$ cat src/include/prng_pkg.sv
package prng_pkg;
  localparam int WORD_W = 32;
  localparam int FIFO_DEPTH = 16;
  // total failure: raw stream stuck at one level this long
  localparam int STUCK_LIMIT = 32;
  // online test window and tolerated ones count in it
  localparam int WIN_LEN = 256;
  localparam int ONES_LO = 96;
  localparam int ONES_HI = 160;
  // startup windows that must pass before release
  localparam int STARTUP_WINS = 2;
  // entropy bound 0.997 expressed as per-mille figure of the ones balance
  localparam int ENTROPY_PERMILLE = 997;
  typedef enum logic [1:0] {
    PRNG_START = 2'b00,
    PRNG_RUN   = 2'b01,
    PRNG_FAIL  = 2'b10
  } prng_state_t;
endpackage

$ cat src/design/prng_health_gate.sv
//////////////////////////////////////////////////////////////////////////////
// Overview of operation
// (RQ1) a stuck-source check runs from start and on failure no word is ever released.
// (RQ2) on total failure mid-run every word holding later raw bits is dropped.
// (RQ3) a windowed ones-count test runs from start-up and all through operation.
// (RQ4) no word leaves before the start-up windows pass, nor while a defect stands.
// (RQ5) the test scans every raw bit with no gap between windows.
// (RQ6) words go to the consumer 32 bits wide.
// (RQ7) each window's ones balance must keep per-bit entropy above 0.997; the 96..160 band accepts down to about 0.954.
// (RQ8) valid marks only cleared words, consumer takes on valid and ready, failures show as flags.
//////////////////////////////////////////////////////////////////////////////
`timescale 1ns/1ps
`default_nettype none
module prng_health_gate
  import prng_pkg::*;
#(
  parameter int WIN       = prng_pkg::WIN_LEN,
  parameter int STUCK_MAX = prng_pkg::STUCK_LIMIT
) (
  input  wire logic                        clk,
  input  wire logic                        resetn,
  input  wire logic                        rawBit,
  input  wire logic                        rawValid,
  output logic                             rndValid,
  input  wire logic                        rndReady,
  output logic      [prng_pkg::WORD_W-1:0] rndData,
  output logic                             totalFail,
  output logic                             defect,
  output logic                             startupDone
);
  import prng_pkg::*;

  prng_state_t      state;
  logic [15:0]      runLen;
  logic             lastBit;
  logic [15:0]      winCnt;
  logic [15:0]      onesCnt;
  logic [3:0]       passWins;
  logic [WORD_W-1:0] shiftReg;
  logic [5:0]       bitCnt;
  logic [WORD_W-1:0] pendWord;
  logic             pendValid;
  logic             fifoInReady;
  logic             fifoOutValid;
  logic [WORD_W-1:0] fifoOutData;
  logic             stuckNow;
  logic             winEnd;
  logic             winBad;
  logic             releaseOk;
  logic             flush;

  // ones-count bounds are the fixed ONES_LO and ONES_HI, not taken from the entropy figure
  function automatic logic window_bad(input logic [15:0] ones);
    return (ones < 16'(ONES_LO)) || (ones > 16'(ONES_HI));
  endfunction

  //////////////////////////////////////////////////////////////////////////
  // total failure detector
  assign stuckNow = rawValid && (rawBit == lastBit) && (runLen >= 16'(STUCK_MAX - 1)); // RQ1 RQ2

  always_ff @(posedge clk) begin
    if (!resetn) begin
      runLen  <= 16'h0000;
      lastBit <= 1'b0;
    end else if (rawValid) begin
      lastBit <= rawBit;
      // a fresh run counts its own first bit, so reset leaves no phantom bit
      if (rawBit != lastBit || runLen == 16'h0000) begin
        runLen <= 16'h0001;
      end else if (runLen != 16'hFFFF) begin
        runLen <= runLen + 16'h0001;
      end
    end
  end

  //////////////////////////////////////////////////////////////////////////
  // online test, back-to-back windows
  assign winEnd = rawValid && (winCnt == 16'(WIN - 1)); // RQ5
  assign winBad = window_bad(onesCnt + 16'(rawBit)); // RQ7

  always_ff @(posedge clk) begin
    if (!resetn) begin
      winCnt  <= 16'h0000;
      onesCnt <= 16'h0000;
    end else if (rawValid) begin
      if (winEnd) begin
        winCnt  <= 16'h0000; // RQ5
        onesCnt <= 16'h0000;
      end else begin
        winCnt  <= winCnt + 16'h0001;
        onesCnt <= onesCnt + 16'(rawBit); // RQ3
      end
    end
  end

  always_ff @(posedge clk) begin
    if (!resetn) begin
      passWins <= 4'h0;
    end else if (winEnd && state == PRNG_START) begin
      passWins <= winBad ? 4'h0 : passWins + 4'h1; // RQ4
    end
  end

  //////////////////////////////////////////////////////////////////////////
  // gate state: failure is latched until reset, safest reaction
  always_ff @(posedge clk) begin
    if (!resetn) begin
      state <= PRNG_START;
    end else begin
      unique case (state)
        PRNG_START: begin
          if (stuckNow) begin
            state <= PRNG_FAIL; // RQ1
          end else if (winEnd && !winBad && passWins == 4'(STARTUP_WINS - 1)) begin
            state <= PRNG_RUN; // RQ4
          end
        end
        PRNG_RUN: begin
          if (stuckNow) begin
            state <= PRNG_FAIL; // RQ2
          end
        end
        PRNG_FAIL: state <= PRNG_FAIL;
        default:   state <= PRNG_FAIL;
      endcase
    end
  end

  always_ff @(posedge clk) begin
    if (!resetn) begin
      defect <= 1'b0;
    end else if (winEnd) begin
      defect <= winBad; // RQ3 RQ4
    end
  end

  assign totalFail   = (state == PRNG_FAIL); // RQ8
  assign startupDone = (state != PRNG_START);
  assign releaseOk   = (state == PRNG_RUN) && !defect && !stuckNow;
  // a failing or defective window discards anything still unread
  assign flush       = stuckNow || (winEnd && winBad) || (state == PRNG_FAIL); // RQ2

  //////////////////////////////////////////////////////////////////////////
  // word assembly, bits reach the fifo before their window is judged
  always_ff @(posedge clk) begin
    if (!resetn) begin
      shiftReg <= '0;
      bitCnt   <= 6'h00;
    end else if (flush) begin
      bitCnt <= 6'h00;
    end else if (rawValid) begin
      shiftReg <= {shiftReg[WORD_W-2:0], rawBit};
      bitCnt   <= (bitCnt == 6'(WORD_W - 1)) ? 6'h00 : bitCnt + 6'h01; // RQ6
    end
  end

  // limitation: while the fifo is full each newly finished word overwrites the pending one, the source never stalls
  always_ff @(posedge clk) begin
    if (!resetn) begin
      pendValid <= 1'b0;
      pendWord  <= '0;
    end else if (flush) begin
      pendValid <= 1'b0;
    end else if (rawValid && bitCnt == 6'(WORD_W - 1)) begin
      pendValid <= (state != PRNG_FAIL);
      pendWord  <= {shiftReg[WORD_W-2:0], rawBit}; // RQ6
    end else if (fifoInReady) begin
      pendValid <= 1'b0;
    end
  end

  prng_fifo #(
    .WIDTH(WORD_W),
    .DEPTH(FIFO_DEPTH)
  ) prng_fifo_i (
    .clk     (clk),
    .resetn  (resetn),
    .flush   (flush),
    .inValid (pendValid),
    .inReady (fifoInReady),
    .inData  (pendWord),
    .outValid(fifoOutValid),
    .outReady(rndReady && releaseOk),
    .outData (fifoOutData)
  );

  assign rndValid = fifoOutValid && releaseOk; // RQ4 RQ8
  assign rndData  = releaseOk ? fifoOutData : '0; // RQ1
endmodule // prng_health_gate
`default_nettype wire

$ cat src/design/prng_fifo.sv
`timescale 1ns/1ps
`default_nettype none
module prng_fifo #(
  parameter int WIDTH = 32,
  parameter int DEPTH = 16
) (
  input  wire logic             clk,
  input  wire logic             resetn,
  input  wire logic             flush,
  input  wire logic             inValid,
  output logic                  inReady,
  input  wire logic [WIDTH-1:0] inData,
  output logic                  outValid,
  input  wire logic             outReady,
  output logic      [WIDTH-1:0] outData
);
  localparam int AW = $clog2(DEPTH);
  logic [WIDTH-1:0] mem [DEPTH];
  logic [AW-1:0]    wrPtr;
  logic [AW-1:0]    rdPtr;
  logic [AW:0]      count;
  logic             push;
  logic             pop;

  assign inReady  = (count != (AW+1)'(DEPTH));
  assign outValid = (count != '0);
  assign push     = inValid && inReady;
  assign pop      = outValid && outReady;
  assign outData  = mem[rdPtr];

  always_ff @(posedge clk) begin
    if (push) begin
      mem[wrPtr] <= inData;
    end
  end

  always_ff @(posedge clk) begin
    if (!resetn || flush) begin
      wrPtr <= '0;
      rdPtr <= '0;
      count <= '0;
    end else begin
      if (push) begin
        wrPtr <= wrPtr + AW'(1);
      end
      if (pop) begin
        rdPtr <= rdPtr + AW'(1);
      end
      count <= count + (AW+1)'(push) - (AW+1)'(pop);
    end
  end
endmodule // prng_fifo
`default_nettype wire

$ cat config.mk
export PLATFORM = sky130hd
export DESIGN_NAME = prng_health_gate
export DESIGN_NICKNAME = d
export VERILOG_FILES = /design/src/include/prng_pkg.sv /design/src/design/prng_health_gate.sv /design/src/design/prng_fifo.sv
export SDC_FILE = /design/constraint.sdc
export NUM_CORES = 1
export LEC_CHECK = 0
export BUFFER_PORTS_ARGS = -buffer_cell sky130_fd_sc_hd__buf_2
export CAP_MARGIN = 20
export CORE_UTILIZATION = 32
export CTS_BUF_LIST = sky130_fd_sc_hd__clkbuf_4
export CTS_CLUSTER_DIAMETER = 150
export DETAILED_ROUTE_END_ITERATION = 6
export GPL_ROUTABILITY_DRIVEN = 1
export SYNTH_ARGS = -nofsm -noshare
export SYNTH_HDL_FRONTEND = slang
export SYNTH_SLANG_ARGS = --single-unit
$ cat constraint.sdc
create_clock -name clk -period 4.9 [get_ports clk]
set_input_delay 0.49 -clock clk [delete_from_list [all_inputs] [get_ports clk]]
set_output_delay 0.49 -clock clk [all_outputs]
set_load 0.03 [all_outputs]
==> qor.csv <==
metric,value,unit
drt pass-1 iters,5,
CP cell instances,buf_4 > mux4_2 > mux4_2 > nor2b_1 > buf_2,
area taken by multi-input logic gates,0.00701,sq mm
list of most frequent post-synthesis cells,"512 x edfxtp_1, 160 x mux4_2, 143 x dfxtp_1, 97 x nor2_1, 63 x a22o_1",
TNS Setup,0,ps
Synth top area share,60.3,%
Setup crit end kind,output pin,
most frequent cell after synthesis,edfxtp_1,
Slew headroom,24.6,%
clock buffer depth,3,
Initial Utilization,32.3,%
clock sink total,655,
largest net degree at the start of global routing,53,
# Max-Cap Violations,0,
Core ar.,0.0789,sq mm
gr usage total,14.3,%
final net count,1621,
"top cells by area, synth","edfxtp_1 60%, mux4_2 14%, dfxtp_1 11%",
Reg2Reg Depth,9,
via/cell ratio,4.93,
die width,284,microns
P_sw,2.21,mW
final-report hold violation count,0,
row cnt,103,
period utilization,85.3,%
static leakage,9.24,nW
met3 WL post-DR,2820,microns
DIE AREA,0.0809,sq mm
total CTS buffers,164,
Comb power frac,0.7,%
Reg2Reg Capture Point,bitCnt[3],
"Clk pin slew, worst setup/hold paths",70,ps
Residual DRC,0,
fmax,239,MHz
Int Pwr,8.37,mW
IO Port Bufs,40,
Post-Route WL,56800,microns
Sequential Area,0.0182,sq mm
Seq cells post-synth,655,
cell mode on critical path,mux4_2,
CTS resizes,0,
vias in the first global route,14300,
Final Max Slew Viols,0,
top_reg_cell synth,edfxtp_1,
CP required,4410,ps
Vert. Die Dim,284,microns
dpl cells,2474,
CTS tree,built,
run status,"finished, final reports clean",
antenna violations before repair,2,
synthesized area,0.0255,sq mm
asr flop ratio synth,0,%
Post-synth EDFFs,512,
Filler cells,7421,
met1 WL,25300,microns
Layout area overhead,15.3,%
number of nets with antenna violations after routing,0,
cell taking the most area after synthesis,edfxtp_1,
Critical Path AT,3690,ps
hold_sp,rawBit,
violation count after the first detailed-route iteration,1062,
# IOs,41,
layout cells sized above 1,31.4,%
Reg power frac,55.9,%
Hold/Removal Path Class,input pin to register,
slew at the pin closest to its max-slew limit,1130,ps
Critical Path Slowest Stage Cell,dfxtp_4,
H-tree level count,4,
final worst path period need,4180,ps
Avg Inst Size Synth,17.9,sq um
R2R Setup Slk,1330,ps
Layout Cells excl Fill,2770,
GR Overflow Total,0,
"Seq/Total Area, Yosys",71.5,%
Hold Path Cell Cnt,3,
DPL Wire Length,31500,microns
PD cells,360,mW/mm^2
Routed WL per cell,20.5,microns
clock network fraction of total power,43.4,%
RSZ-0062 raised after global routing,false,
critical path class,register to output pin,
Clock Latency Late Sink,980,ps
top sig layer,met4,
gpl congestion,0.782,
worst IR drop on VDD,0.189,mV
synth warn,0,
CP max stage delay,780,ps
worst-path fanout max,30,
Hold EP,shiftReg[0],
sw frac,20.9,%
first-pass GRT wire length,85900,microns
routed length on met2,27800,microns
Reg2Reg Launch Point,onesCnt[0],
clock skew,47.0,ps
"Distinct cells, synth",63,
vias,13700,
endpoints failing setup,0,
Root Driver,clkbuf_4,
Startpoint Class,register,
Mapped Cells,1425,
Mapped Nets,1450,
[timing repair]
item,CTS,global route
hold buffers,4,0
setup buffers,0,0
endpoints found under the hold margin,12,0
[final cells by class]
class	instances	share of cell area, %
Inverter	24	0.306
Antenna cell	5	0.0425
Clock inverter	41	0.957
Timing Repair Buffer	85	2.16
Multi-Input combinational cell	666	23.8
Clock buffer	244	6.23
Tap cell	1050	4.46
Sequential cell	655	62.0
[stage by stage]
| stage | setup WS [ps] | utilization, % | instance area, sq um | power, mW | hold WS (ps) |
|---|---|---|---|---|---|
| after floorplan | 974 | - | 25500 | 6.08 | 440 |
| after global placement | 1090 | 34.5 | 27200 | 6.10 | 456 |
| after detailed placement | 955 | 34.5 | 27200 | 6.10 | 461 |
| after CTS | 492 | 37.3 | 29400 | 10.7 | 274 |
| after global routing | 414 | 37.3 | 29400 | 11.0 | 344 |
| final | 720 | 37.3 | 29400 | 10.6 | 413 |
[worst max path at each step]
stage | from | endpoint | slack [ps] | depth (start not counted)
final | register | rndData[0] | 720 | 5
after global placement | rawBit | bitCnt[0] | 1090 | 10
after floorplan | prng_fifo_i.count[2] | prng_fifo_i.mem[3][0] | 970 | 7
after detailed placement | rawBit | bitCnt[3] | 960 | 10
after global routing | register | rndData[0] | 410 | 5
after CTS | register | rndData[0] | 490 | 5
[logic make-up (layout without fill, tap and decap cells)]
| group | count (synthesis) | after routing | synth area share, % |
|---|---|---|---|
| buffers and inverters | 104 | 394 | 1.62 |
| multiplexers | 169 | 169 | 14.5 |
| adder cells (fa/ha/maj) | 20 | 20 | 1.01 |
| AND/OR/NAND/NOR | 301 | 301 | 5.96 |
| XOR/XNOR | 44 | 44 | 1.51 |
| other | 0 | 5 | 0 |
| flip-flops | 655 | 655 | 71.5 |
| AO/OA/AOI/OAI | 132 | 132 | 3.92 |
[per-layer routing]
layer,track usage [%],up-vias
li1,-,6129
met1,18.9,7123
met2,22.8,347
met3,3.25,70
met4,5.35,0
met5,0,-
[cell usage in the layout (no fill, tap or decap), types with 38 or more instances in the layout]
cell,Yosys,final
dfxtp_1,143,139
mux4_2,160,160
nor2b_1,38,38
nor2_1,97,84
edfxtp_1,512,512
a22o_1,63,63
nand2_1,51,51
buf_2,17,40
clkbuf_4,0,244
[registers in the layout, indices dropped and copies added (netlist names), named ones only]
register / cells
prng_fifo_i.rdPtr: 4
prng_fifo_i.wrPtr: 4
passWins: 4
winCnt: 16
pendWord: 32
lastBit: 1
prng_fifo_i.mem: 512
onesCnt: 16
prng_fifo_i.count: 5
shiftReg: 31
defect: 1
pendValid: 1
state: 2
bitCnt: 6
runLen: 16
[power groups by stage]
stage / registers [mW] / clock network (mW) / logic, mW
2_1_floorplan: 6.04 / 0 / 0.0483
3_3_place_gp: 6.04 / 0 / 0.0661
3_5_place_dp: 6.04 / 0 / 0.0678
4_1_cts: 5.92 / 4.75 / 0.0706
5_1_grt: 5.91 / 5.02 / 0.0803
6_report: 5.92 / 4.59 / 0.0718
[critical path, delay by kind of cell (launching register included)]
| kind | cells | cell delay [ps] |
|---|---|---|
| buffers and inverters | 2 | 720 |
| DFF | 1 | 780 |
| muxes | 2 | 1010 |
| and+or+nand+nor | 1 | 190 |
(Power assumes the default switching activity.)
